File: src/rtl/ctimer_pkg.sv
package ctimer_pkg;

   // byte offsets on the bus, decoded from adr_i[3:0]
   localparam logic [3:0] OFS_LO = 4'h0;
   localparam logic [3:0] OFS_HI = 4'h4;
   localparam logic [3:0] OFS_CTRL = 4'h8;
   localparam logic [3:0] OFS_STAT = 4'hC;

   // function select codes
   localparam logic [3:0] F_INTERVAL = 4'h0;
   localparam logic [3:0] F_PWM_FIX = 4'h1;
   localparam logic [3:0] F_PWM_VAR = 4'h2;
   localparam logic [3:0] F_PWC_HIGH = 4'h8;
   localparam logic [3:0] F_PWC_HCYC = 4'h9;
   localparam logic [3:0] F_PWC_LOW = 4'hA;
   localparam logic [3:0] F_PWC_CYC = 4'hB;
   localparam logic [3:0] F_CAP_BOTH = 4'hC;
   localparam logic [3:0] F_CAP_RISE = 4'hD;
   localparam logic [3:0] F_CAP_FALL = 4'hE;
   localparam logic [3:0] F_CAP_BOTH_ALT = 4'hF;

   // reset values and counter limits
   localparam logic [7:0] DATA_RST = 8'h00;
   localparam logic [7:0] BYTE_ZERO = 8'h00;
   localparam logic [7:0] BYTE_TOP = 8'hFF;
   localparam logic [15:0] CNT_ZERO = 16'h0000;
   localparam logic [15:0] CNT_TOP = 16'hFFFF;
   localparam logic [31:0] RDAT_RST = 32'h0000_0000;

   // status register bit positions
   localparam int ST_BF = 0;
   localparam int ST_DONE = 1;
   localparam int ST_OUT = 2;

   // count clock select and divider terminal counts
   localparam logic [1:0] CS_DIV1 = 2'h0;
   localparam logic [1:0] CS_DIV2 = 2'h1;
   localparam logic [1:0] CS_DIV8 = 2'h2;
   localparam logic [1:0] CS_EXT = 2'h3;
   localparam logic [2:0] DIV2_LAST = 3'h1;
   localparam logic [2:0] DIV8_LAST = 3'h7;
   localparam logic [2:0] DIV_RST = 3'h0;

   typedef struct packed {
      logic [1:0] clk_sel;
      logic clear_mode;
      logic width_select;
      logic [3:0] func;
      logic run_control;
   } ctrl_t;

   localparam ctrl_t CTRL_RST = '{clk_sel: CS_DIV1, clear_mode: 1'b0, width_select: 1'b0,
                                  func: F_INTERVAL, run_control: 1'b0};

   typedef struct packed {
      logic level;
      logic rise;
      logic fall;
   } edge_t;

   typedef enum logic [1:0] {
      M_IDLE = 2'b01,
      M_ACTIVE = 2'b10
   } meas_t;

   function automatic logic is_pwc(input logic [3:0] f);
      return f[3:2] == 2'b10;
   endfunction : is_pwc

   function automatic logic is_cap(input logic [3:0] f);
      return f[3:2] == 2'b11;
   endfunction : is_cap

   // carry from the low byte into the high byte only when chained
   function automatic logic [15:0] inc16(input logic [15:0] c, input logic chain);
      logic [7:0] hi;
      hi = c[15:8] + 8'h01;
      if (chain && c[7:0] != BYTE_TOP) begin
         hi = c[15:8];
      end
      return {hi, c[7:0] + 8'h01};
   endfunction : inc16

endpackage : ctimer_pkg

File: src/rtl/ctimer_core.sv
// Operation
// interval start latches data; match reloads latch, clears counter, keeps counting
// interval mode ignores software writes of zero to the data register
// interval and PWM reads of data register return the live counter
// fixed PWM starts high, match drives low, overflow reloads and restarts
// variable PWM low byte sets low width, high byte sets period
// pulse-width completion copies counter to data register, sets buffer full
// data read clears buffer full; no new result transfers while set
// function 0b1001 transfers high result despite buffer full, not cycle result
// writes in measure or capture modes overwrite the stored result
// capture copies counter to data register on the selected edge
// software writes high byte first, then low byte, in 16-bit mode
// paired read of high byte snapshots low byte into a read buffer
// paired write of high byte buffers; low write commits both bytes
// software stops timer and clears flags before changing function select
// both-edge capture started high ignores first falling edge and flag
// that first fall neither clears counter nor transfers; capture starts at rise
// software writes high byte before low byte in 8-bit variable PWM
// counter freezes in standby and resumes from held value on wake; pin edges still clear it in pulse-width and clear-mode capture
// width select zero gives two 8-bit timers, one gives 16-bit
// starting variable PWM clears width select automatically
// counters step once per count tick; high byte carries from low wrap in 16-bit and pulse-width modes, else steps every tick
`timescale 1ns/1ps
module ctimer_core import ctimer_pkg::*; (
   // clock and reset
   input wire logic clk_i,
   input wire logic rst_i,
   // wishbone slave
   input wire logic cyc_i,
   input wire logic stb_i,
   input wire logic we_i,
   input wire logic [3:0] adr_i,
   input wire logic [3:0] sel_i,
   input wire logic [31:0] dat_i,
   output logic [31:0] dat_o,
   output logic ack_o,
   // pins and system
   input wire logic pulse_in_i,
   input wire logic count_in_i,
   input wire logic standby_i,
   output logic [1:0] timer_out_o
);
   ctrl_t ctrl;
   ctrl_t next_ctrl;
   logic [7:0] dr_lo;
   logic [7:0] dr_hi;
   logic [7:0] wbuf;
   logic [7:0] rbuf;
   logic [15:0] cnt;
   logic [15:0] latch;
   logic bf;
   logic done;
   logic run_q;
   logic skip_fall;
   logic [1:0] tout;
   meas_t meas;
   logic [7:0] next_dr_lo;
   logic [7:0] next_dr_hi;
   logic [7:0] next_wbuf;
   logic [7:0] next_rbuf;
   logic [15:0] next_cnt;
   logic [15:0] next_latch;
   logic next_bf;
   logic next_done;
   logic next_skip_fall;
   logic [1:0] next_tout;
   meas_t next_meas;
   logic [31:0] next_dat;
   logic next_ack;

   logic tick;
   edge_t pin;
   logic req;
   logic wr;
   logic rd;
   logic wide;
   logic paired;
   logic live;
   logic interval;
   logic [3:0] f;
   logic [7:0] wd;
   logic [15:0] view;
   logic [31:0] rval;
   logic tr;
   logic force_tr;
   logic beg;
   logic hit;

   ctimer_tick u_tick (
      .clk_i(clk_i),
      .rst_i(rst_i),
      .run_i(ctrl.run_control),
      .hold_i(standby_i),
      .clk_sel_i(ctrl.clk_sel),
      .pulse_in_i(pulse_in_i),
      .count_in_i(count_in_i),
      .tick_o(tick),
      .pin_o(pin)
   );

   // decode and read mux
   always_comb begin
      f = ctrl.func;
      wide = ctrl.width_select;
      paired = wide || f == F_PWM_VAR;
      live = !is_pwc(f) && !is_cap(f);
      interval = f == F_INTERVAL;
      req = cyc_i && stb_i && !ack_o;
      wr = req && we_i && sel_i[0];
      rd = req && !we_i;
      wd = dat_i[7:0];
      view = live ? cnt : {dr_hi, dr_lo};
      rval = RDAT_RST;
      unique case (adr_i)
         OFS_LO: rval[7:0] = paired ? rbuf : view[7:0];
         OFS_HI: rval[7:0] = view[15:8];
         OFS_CTRL: rval[$bits(ctrl_t)-1:0] = ctrl;
         OFS_STAT: rval[ST_OUT+1:0] = {tout, done, bf};
         default: rval = RDAT_RST;
      endcase
      next_ack = req;
      next_dat = (req && !we_i) ? rval : RDAT_RST;
   end

   always_ff @(posedge clk_i) begin
      if (rst_i) begin
         ack_o <= 1'b0;
         dat_o <= RDAT_RST;
      end else begin
         ack_o <= next_ack;
         dat_o <= next_dat;
      end
   end

   // timer core
   always_comb begin
      next_ctrl = ctrl;
      next_dr_lo = dr_lo;
      next_dr_hi = dr_hi;
      next_wbuf = wbuf;
      next_rbuf = rbuf;
      next_cnt = cnt;
      next_latch = latch;
      next_bf = bf;
      next_done = done;
      next_skip_fall = skip_fall;
      next_tout = tout;
      next_meas = meas;
      tr = 1'b0;
      force_tr = 1'b0;
      beg = 1'b0;
      hit = 1'b0;

      // software side first so that hardware events below win
      if (wr) begin
         unique case (adr_i)
            OFS_LO: begin
               if (paired) begin
                  if (!(interval && wd == BYTE_ZERO && wbuf == BYTE_ZERO)) begin
                     next_dr_lo = wd;
                     next_dr_hi = wbuf;
                  end
               end else if (!(interval && wd == BYTE_ZERO)) begin
                  next_dr_lo = wd;
               end
            end
            OFS_HI: begin
               if (paired) begin
                  next_wbuf = wd;
               end else if (!(interval && wd == BYTE_ZERO)) begin
                  next_dr_hi = wd;
               end
            end
            OFS_CTRL: begin
               next_ctrl = ctrl_t'(dat_i[$bits(ctrl_t)-1:0]);
               if (ctrl.run_control) begin
                  next_ctrl.width_select = ctrl.width_select;
               end
            end
            OFS_STAT: begin
               if (dat_i[ST_BF]) begin
                  next_bf = 1'b0;
               end
               if (dat_i[ST_DONE]) begin
                  next_done = 1'b0;
               end
            end
            default: ;
         endcase
      end
      if (rd && adr_i == OFS_HI && paired) begin
         next_rbuf = view[7:0];
      end
      if (rd && adr_i == OFS_LO) begin
         next_bf = 1'b0;
      end

      if (ctrl.run_control && !run_q) begin
         next_latch = {dr_hi, dr_lo};
         next_cnt = CNT_ZERO;
         next_tout = (f == F_PWM_FIX) ? 2'b11 : 2'b00;
         next_meas = M_IDLE;
         next_skip_fall = pin.level && (f == F_CAP_BOTH || f == F_CAP_BOTH_ALT);
         if (f == F_PWM_VAR && wide) begin
            next_ctrl.width_select = 1'b0;
         end
      end else if (ctrl.run_control) begin
         unique case (f)
            F_INTERVAL: begin
               if (tick && wide) begin
                  if (cnt == latch) begin
                     next_cnt = CNT_ZERO;
                     next_latch = {dr_hi, dr_lo};
                     next_tout[0] = !tout[0];
                  end else begin
                     next_cnt = inc16(cnt, 1'b1);
                  end
               end else if (tick) begin
                  for (int h = 0; h < 2; h++) begin
                     if (cnt[h*8 +: 8] == latch[h*8 +: 8]) begin
                        next_cnt[h*8 +: 8] = BYTE_ZERO;
                        next_latch[h*8 +: 8] = h == 0 ? dr_lo : dr_hi;
                        next_tout[h] = !tout[h];
                     end else begin
                        next_cnt[h*8 +: 8] = cnt[h*8 +: 8] + 8'h01;
                     end
                  end
               end
            end
            F_PWM_FIX: begin
               if (tick && wide) begin
                  if (cnt == latch) begin
                     next_tout = 2'b00;
                  end
                  if (cnt == CNT_TOP) begin
                     next_cnt = CNT_ZERO;
                     next_latch = {dr_hi, dr_lo};
                     next_tout = 2'b11;
                  end else begin
                     next_cnt = inc16(cnt, 1'b1);
                  end
               end else if (tick) begin
                  for (int h = 0; h < 2; h++) begin
                     if (cnt[h*8 +: 8] == latch[h*8 +: 8]) begin
                        next_tout[h] = 1'b0;
                     end
                     next_cnt[h*8 +: 8] = cnt[h*8 +: 8] + 8'h01;
                     if (cnt[h*8 +: 8] == BYTE_TOP) begin
                        next_latch[h*8 +: 8] = h == 0 ? dr_lo : dr_hi;
                        next_tout[h] = 1'b1;
                     end
                  end
               end
            end
            F_PWM_VAR: begin
               if (tick) begin
                  next_cnt = inc16(cnt, 1'b0);
                  if (cnt[7:0] == latch[7:0]) begin
                     next_tout = 2'b11;
                  end
                  if (cnt[15:8] == latch[15:8]) begin
                     next_cnt = CNT_ZERO;
                     next_latch = {dr_hi, dr_lo};
                     next_tout = 2'b00;
                  end
               end
            end
            F_PWC_HIGH, F_PWC_LOW, F_PWC_CYC, F_PWC_HCYC: begin
               unique case (f)
                  F_PWC_HIGH: begin
                     tr = pin.fall && meas == M_ACTIVE;
                     beg = pin.rise;
                  end
                  F_PWC_LOW: begin
                     tr = pin.rise && meas == M_ACTIVE;
                     beg = pin.fall;
                  end
                  F_PWC_CYC: begin
                     tr = pin.rise && meas == M_ACTIVE;
                     beg = pin.rise;
                  end
                  default: begin
                     // high result on fall, cycle result on the next rise
                     tr = (pin.fall || pin.rise) && meas == M_ACTIVE;
                     force_tr = pin.fall;
                     beg = pin.rise;
                  end
               endcase
               if (tr) begin
                  next_done = 1'b1;
                  if (!bf || force_tr) begin
                     next_dr_lo = cnt[7:0];
                     next_dr_hi = wide ? cnt[15:8] : next_dr_hi;
                     next_bf = 1'b1;
                  end
               end
               if (beg) begin
                  next_cnt = CNT_ZERO;
                  next_meas = M_ACTIVE;
               end else if (tr && (f == F_PWC_HIGH || f == F_PWC_LOW)) begin
                  next_meas = M_IDLE;
               end else if (tick && meas == M_ACTIVE) begin
                  next_cnt = inc16(cnt, 1'b1);
               end
            end
            F_CAP_BOTH, F_CAP_RISE, F_CAP_FALL, F_CAP_BOTH_ALT: begin
               hit = (pin.rise && f != F_CAP_FALL) || (pin.fall && f != F_CAP_RISE);
               if (skip_fall && pin.fall) begin
                  hit = 1'b0;
               end
               if (pin.rise) begin
                  next_skip_fall = 1'b0;
               end
               if (hit) begin
                  next_dr_lo = cnt[7:0];
                  next_dr_hi = wide ? cnt[15:8] : next_dr_hi;
                  next_done = 1'b1;
                  next_bf = 1'b1;
               end
               if (hit && ctrl.clear_mode) begin
                  next_cnt = CNT_ZERO;
               end else if (tick) begin
                  next_cnt = inc16(cnt, wide);
               end
            end
            default: ;
         endcase
      end
   end

   always_ff @(posedge clk_i) begin
      if (rst_i) begin
         ctrl <= CTRL_RST;
         dr_lo <= DATA_RST;
         dr_hi <= DATA_RST;
         wbuf <= DATA_RST;
         rbuf <= DATA_RST;
         cnt <= CNT_ZERO;
         latch <= CNT_ZERO;
         bf <= 1'b0;
         done <= 1'b0;
         run_q <= 1'b0;
         skip_fall <= 1'b0;
         tout <= 2'b00;
         meas <= M_IDLE;
      end else begin
         ctrl <= next_ctrl;
         dr_lo <= next_dr_lo;
         dr_hi <= next_dr_hi;
         wbuf <= next_wbuf;
         rbuf <= next_rbuf;
         cnt <= next_cnt;
         latch <= next_latch;
         bf <= next_bf;
         done <= next_done;
         run_q <= ctrl.run_control;
         skip_fall <= next_skip_fall;
         tout <= next_tout;
         meas <= next_meas;
      end
   end

   assign timer_out_o = tout;

endmodule : ctimer_core

File: src/rtl/ctimer_tick.sv
`timescale 1ns/1ps
module ctimer_tick import ctimer_pkg::*; (
   // clock and reset
   input wire logic clk_i,
   input wire logic rst_i,
   // control
   input wire logic run_i,
   input wire logic hold_i,
   input wire logic [1:0] clk_sel_i,
   // pins
   input wire logic pulse_in_i,
   input wire logic count_in_i,
   // to the timer core
   output logic tick_o,
   output edge_t pin_o
);
   logic [2:0] p_s;
   logic [2:0] c_s;
   logic [2:0] div;
   logic [2:0] next_p_s;
   logic [2:0] next_c_s;
   logic [2:0] next_div;
   logic go;

   always_comb begin
      go = run_i && !hold_i;
      next_p_s = {p_s[1:0], pulse_in_i};
      next_c_s = {c_s[1:0], count_in_i};
      next_div = go ? div + 3'h1 : div;
      unique case (clk_sel_i)
         CS_DIV1: tick_o = go;
         CS_DIV2: tick_o = go && (div & DIV2_LAST) == DIV2_LAST;
         CS_DIV8: tick_o = go && div == DIV8_LAST;
         CS_EXT: tick_o = go && c_s[1] && !c_s[2];
      endcase
      // only the second and third stages feed logic
      pin_o.level = p_s[1];
      pin_o.rise = p_s[1] && !p_s[2];
      pin_o.fall = !p_s[1] && p_s[2];
   end

   always_ff @(posedge clk_i) begin
      if (rst_i) begin
         p_s <= 3'h0;
         c_s <= 3'h0;
         div <= DIV_RST;
      end else begin
         p_s <= next_p_s;
         c_s <= next_c_s;
         div <= next_div;
      end
   end

endmodule : ctimer_tick

File: config.mk
export PLATFORM = sky130hd
export DESIGN_NAME = ctimer_core
export DESIGN_NICKNAME = d
export VERILOG_FILES = /design/src/rtl/ctimer_pkg.sv /design/src/rtl/ctimer_core.sv /design/src/rtl/ctimer_tick.sv
export SDC_FILE = /design/constraint.sdc
export NUM_CORES = 1
export LEC_CHECK = 0
export BUFFER_PORTS_ARGS = -buffer_cell sky130_fd_sc_hd__buf_4
export CAP_MARGIN = 30
export CORE_ASPECT_RATIO = 1.4
export CORE_MARGIN = 2
export CORE_UTILIZATION = 25
export CTS_CLUSTER_SIZE = 40
export DETAILED_ROUTE_END_ITERATION = 8
export PLACE_DENSITY = 0.45
export SYNTH_ARGS = -nofsm -noshare
export SYNTH_HDL_FRONTEND = slang
export SYNTH_SLANG_ARGS = --single-unit
export TNS_END_PERCENT = 20
File: constraint.sdc
create_clock -name clk_i -period 2.8 [get_ports clk_i]
set_input_delay 0.14 -clock clk_i [delete_from_list [all_inputs] [get_ports clk_i]]
set_output_delay 0.14 -clock clk_i [all_outputs]
set_load 0.01 [all_outputs]
==> run metrics, run 1 <==
status=finished clean; initial antenna violation count=0; clk buf depth=2; Root Driver=clkbuf_16; Critical-path top delay cell=dfxtp_1; worst-case clock skew=0.00872 ns; critical path arrival=2.90 ns; Die H=184 um; vias per cell=4.95; post-layout util=30.3%; Worst Path Required=3.09 ns; Final Critical Period=2.61 ns; H-tree depth=3; Post-synth top cells=100 x dfxtp_1, 75 x nor2_1, 59 x nand2_1; crit path launch=f[3]$_SDFFE_PP0P_; Yosys top cell by area=dfxtp_1; Clock Latency Late Sink=0.36 ns; clock transition at the registers of the reported paths=0.07 ns; CTS tree=built; starting density of the core=25.5%; final period utilization=93.3%; floorplan core area=22600 um^2; worst path bufs/invs=1; row count=65; via count=5157; CP Cell Sequence=buf_4 > and2_0 > a21boi_0 > o221a_2 > mux2_2 > and2_1 > or2_4 > o21ai_1; final setup fails=0; Hold Path Origin=dat_i[8]; Port Buf Inserts=33; synthesized netlist cell count=682; pin count of the biggest net entering global routing=46; DPL Wire Length=14000 um; I/O pin count=83; GRT overflow=0; wire length on met1=7800 um; fin. max-slew vios=0; R2R depth=8; leakage power=2.59 nW; post-synthesis area per instance=8.46 um^2; layout cell share with drive strength beyond 1=16.7%; GRT Total Usage=14.9%; Iter 0 DRT Violations=412; CP max stage delay=0.49 ns; RSZ-0062 raised after global routing=false; critical path startpoint category=flop; top sig layer=met4; routed length per instance=17.6 um; most numerous cell in the Yosys netlist=dfxtp_1; met3 routed wirelength=465 um; Syn-to-layout area delta=18.9%; DIE AREA=24300 um^2; ys async rst share=0%; Max-slew headroom=59.6%; setup tns final=0 ns; Final Wtd Congestion=0.873; top cell type's share of synthesized area=34.7%; wire length on met2=9580 um; setup bufs post-CTS=0; Hold Path Class=in2reg; Synth Flop Type=dfxtp_1; Netlist cell types=74; CTS Buf Count=9; register area share after synthesis=34.7%; Mapped Area=5770 um^2; Yosys warning total=0; hold path depth=3; CTS sink cnt=100; layout net count=793; Synth Register Bits=100; vias in the first global route=4815; Achievable Freq=0.383 GHz; Max Cap Violations=0; PwrDens=436 nW/um^2; Post-synth EDFFs=0; chip width=132 um; largest cells by area after synthesis=dfxtp_1 35%, mux2i_1 9.9%, nor2_1 4.9%, nand2_1 3.8%, buf_4 3.3%; first-pass GRT wire length=27600 um; reg-to-reg critical path startpoint=f[3]$_SDFFE_PP0P_; Inserted Diodes=0; Critical Path End Type=flop; CP Max Fanout=12; final hold vios=0; Crit path depth=8; Critical Setup Path Class=reg2reg; WL final=18300 um; worst vdd ir=0.000250 V; drt pass-1 iters=5; kind of cell adding the most delay to the critical path=simple AND/OR/NAND/NOR gates; Tightest Pin Transition=0.601 ns; ANT nets after route=0; Remaining DRCs=0
## layout make-up
cell class	count	area, um^2
clock buffers	10	239
clock inverters	6	96.3
fillers	2463	15800
inverters	8	30.0
multi-input cells	533	3480
flip-flops and latches	100	2000
well taps	301	377
repair buffers	84	637
## worst paths after layout
path,to,slack [ns]
hold reg to reg,u_tick.c_s[1]$_SDFF_PP0_,0.44
setup / recovery,dr_lo[1]$_SDFF_PP0_,0.19
hold / removal,ctrl[8]$_SDFFE_PP0P_,0.02
setup reg to reg,dr_lo[1]$_SDFF_PP0_,0.19
## per-layer routing
| metal | vias up | track usage, % |
|---|---|---|
| met2 | 97 | 27.3 |
| met4 | 0 | 5.63 |
| met1 | 2495 | 17.3 |
| met5 | - | 0 |
| li1 | 2542 | - |
| met3 | 23 | 2.45 |
## cells by family after synthesis
family | after synthesis | share of synthesized area, %
mux | 62 | 10.9
buf+inv | 71 | 6.70
simple gates | 257 | 22.2
xor+xnor | 18 | 2.73
fa+ha+maj | 9 | 1.95
flops | 100 | 34.7
compound gates | 164 | 20.7
other cells | 1 | 0.0650
## cell usage in the layout, fill, tap and decap left out, drive strengths merged, types with 4 or more instances in the layout
cell type,count
a2111oi,7
a211oi,16
a21oi,23
a222oi,4
a22o,5
a22oi,10
a31o,4
a31oi,7
a32o,4
and2,7
and3,9
buf,83
clkbuf,10
conb,23
dfxtp,100
ha,9
inv,9
mux2,5
mux2i,57
nand2,59
nand2b,18
nand3,18
nand4,4
nor2,75
nor2b,20
nor3,11
nor4,9
o211ai,8
o21a,4
o21ai,33
o31ai,4
o32ai,4
or2,8
or3,7
xnor2,10
xor2,8
## tightest hold or removal path, cell delays in order
cell     delay (ns)
buf_4          0.08
mux2i_1        0.05
nor2_1         0.08
## through the flow
step / setup WS [ns] / cell area [um^2] / std cells / hold slack (ns) / power (mW)
2_1_floorplan: 0.301 / 5850 / 704 / 0.268 / 1.56
3_3_place_gp: 0.111 / 6500 / 1025 / 0.349 / 1.60
3_5_place_dp: 0.123 / 6500 / 1025 / 0.357 / 1.60
4_1_cts: 0.105 / 6840 / 1042 / 0.00894 / 3.03
5_1_grt: 0.00631 / 6860 / 1042 / 0.0301 / 3.10
6_report: 0.187 / 6860 / 1042 / 0.0197 / 2.99
## state kept, by name, summed over array words and instances (netlist names), 2 cells and up
name	flops
dat_o	9
wbuf	8
u_tick.p_s	3
latch	16
f	4
u_tick.div	3
timer_out_o	2
dr_hi	8
rbuf	8
meas	2
dr_lo	8
ctrl	4
u_tick.c_s	3
cnt	16
## power breakdown
| group | switching, mW | total [mW] | internal [mW] |
|---|---|---|---|
| clock network | 0.608 | 1.43 | 0.818 |
| registers | 0.00260 | 1.43 | 1.43 |
| logic | 0.0925 | 0.138 | 0.0456 |
| total | 0.703 | 2.99 | 2.29 |
## timing repair
action	in CTS	in global routing
resized for setup	0	6
hold buffers	1	0
hold endpoints to repair	1	0
endpoints found under the setup margin	0	11
Note: power is estimated with default switching activity, not from simulation.
==> run 2, diff against run 1 <==
SETUP_SLACK_MARGIN = 0.3   (was default)
==> run 2 against run 1 <==
Net effect:
- via count is 0.74% lower
- die area is the same
- sequential power hardly changed
- first-iteration DRC count down 7.8%
- setup slack better by 0.14 ns
- fmax is 5.6% higher
- routed wire length decreased by 0.10%
- critical endpoint is now cnt[15]$_SDFFE_PP0P_
==> run metrics, run 2 (synthesis results as in run 1) <==
H-tree depth=3; first-pass GRT wire length=27600 um; I/O pin count=83; Final Wtd Congestion=0.873; row count=65; Achievable Freq=0.404 GHz; Syn-to-layout area delta=21.6%; commonest non-fill, non-tap cell in the layout=dfxtp_1; via count=5119; leakage power=2.63 nW; setup tns final=0 ns; Hold Path Origin=pulse_in_i; critical path arrival=2.73 ns; PwrDens=427 nW/um^2; crit path launch=ctrl[7]$_SDFFE_PP0P_; layout cell share with drive strength beyond 1=21.3%; worst path bufs/invs=3; routed length per instance=17.5 um; Tightest Pin Transition=0.592 ns; Hold Path Class=in2reg; chip width=132 um; most frequent cells in the layout=90 x dfxtp_1, 81 x buf_4, 74 x nor2_1; starting density of the core=25.5%; fin. max-slew vios=0; CP Max Fanout=6; Critical Setup Path Class=reg2reg; Root Driver=clkbuf_16; Clock Latency Late Sink=0.36 ns; worst vdd ir=0.000252 V; CP Cell Sequence=inv_2 > ha_4 > mux2_4 > a221oi_4 > buf_6 > or3_1 > a311o_1 > a31oi_1 > buf_4 > a2111oi_1 > a31o_2; floorplan core area=22600 um^2; final setup fails=0; Die H=184 um; Iter 0 DRT Violations=380; Max Cap Violations=0; initial antenna violation count=0; CTS Buf Count=9; Max-slew headroom=60.5%; largest registers=cnt x16, latch x16, dat_o x9; pin count of the biggest net entering global routing=46; Worst Path Required=3.06 ns; vias per cell=4.90; clk buf depth=2; kind of cell adding the most delay to the critical path=compound AO/OA/AOI/OAI gates; WL final=18300 um; ANT nets after route=0; layout net count=795; reg-to-reg critical path startpoint=ctrl[7]$_SDFFE_PP0P_; CP max stage delay=0.40 ns; GRT Total Usage=14.9%; critical path startpoint category=flop; Remaining DRCs=0; Critical-path top delay cell=a311o_1; drt pass-1 iters=4; GRT overflow=0; CTS sink cnt=100; fill count=2435; Final Critical Period=2.47 ns; Inserted Diodes=0; clock transition at the registers of the reported paths=0.08 ns; Port Buf Inserts=33; vias in the first global route=4831; CTS tree=built; status=finished clean; final hold vios=0; RSZ-0062 raised after global routing=true; DIE AREA=24300 um^2; worst-case clock skew=0.0110 ns; Critical Path End Type=flop; final period utilization=88.3%; post-layout util=31.0%; DPL Wire Length=14000 um
run 2: cell types whose count changed in the layout (fill, tap and decap cells not counted), moves of 3 or more:
cell	before	now
ha_4	0	3
ha_1	9	5
dfxtp_1	100	90
buf_6	1	4
dfxtp_2	0	9
run 2: area by class of cell:
cell class                      count  area [um^2]  share of cell area (%)
Multi-Input combinational cell    533         3600                    51.2
Sequential cell                   100         2020                    28.7
Timing Repair Buffer               86          663                    9.45
Tap cell                          301          377                    5.37
Clock buffer                       10          239                    3.41
Clock inverter                      6         96.3                    1.37
Inverter                            8         30.0                   0.428
run 2: stage by stage:
stage	total power, mW	std cells	area, um^2	hold WS (ns)	setup WS [ns]
6_report	3.00	1044	7020	0.0196	0.327
5_1_grt	3.10	1044	7020	0.0302	0.214
4_1_cts	3.03	1043	6870	0.00894	0.249
3_5_place_dp	1.60	1025	6500	0.357	0.123
3_3_place_gp	1.60	1025	6500	0.349	0.111
2_1_floorplan	1.56	704	5850	0.268	0.301
run 2: repair_timing:
item,4_1_cts,5_1_grt
gates resized for setup,10,44
pin swaps,3,9
hold buffers,1,0
setup buffers,1,1
cloned,0,0
setup endpoints to repair,43,49
hold endpoints to repair,1,0
run 2: routing by layer:
metal / track usage, % / share of wire, % / up-vias
li1: - / - / 2543
met1: 17.3 / 42 / 2461
met2: 27.3 / 53 / 90
met3: 2.45 / 2.4 / 25
met4: 5.81 / 2.7 / 0
met5: 0 / 0 / -
run 2: power by group:
part	leakage [nW]	switching (mW)	internal, mW
clock	0.161	0.612	0.818
combinational	1.65	0.0919	0.0461
sequential	0.812	0.00268	1.42
run 2: worst register-to-register path, delay by kind of cell (launching register included):
kind | cells | cell delay [ns]
AND/OR/NAND/NOR | 1 | 0.37
buffers and inverters | 3 | 0.37
multiplexers | 1 | 0.20
AO/OA/AOI/OAI | 5 | 0.94
adder cells (fa/ha/maj) | 1 | 0.15
flip-flops | 1 | 0.35
run 2: path summary, 6_finish.rpt:
path	end	slack, ns	depth (start not counted)
setup / recovery	cnt[15]$_SDFFE_PP0P_	0.33	11
hold / removal	u_tick.p_s[0]$_SDFF_PP0_	0.02	2
setup reg to reg	cnt[15]$_SDFFE_PP0P_	0.33	11
hold reg to reg	u_tick.c_s[1]$_SDFF_PP0_	0.44	1
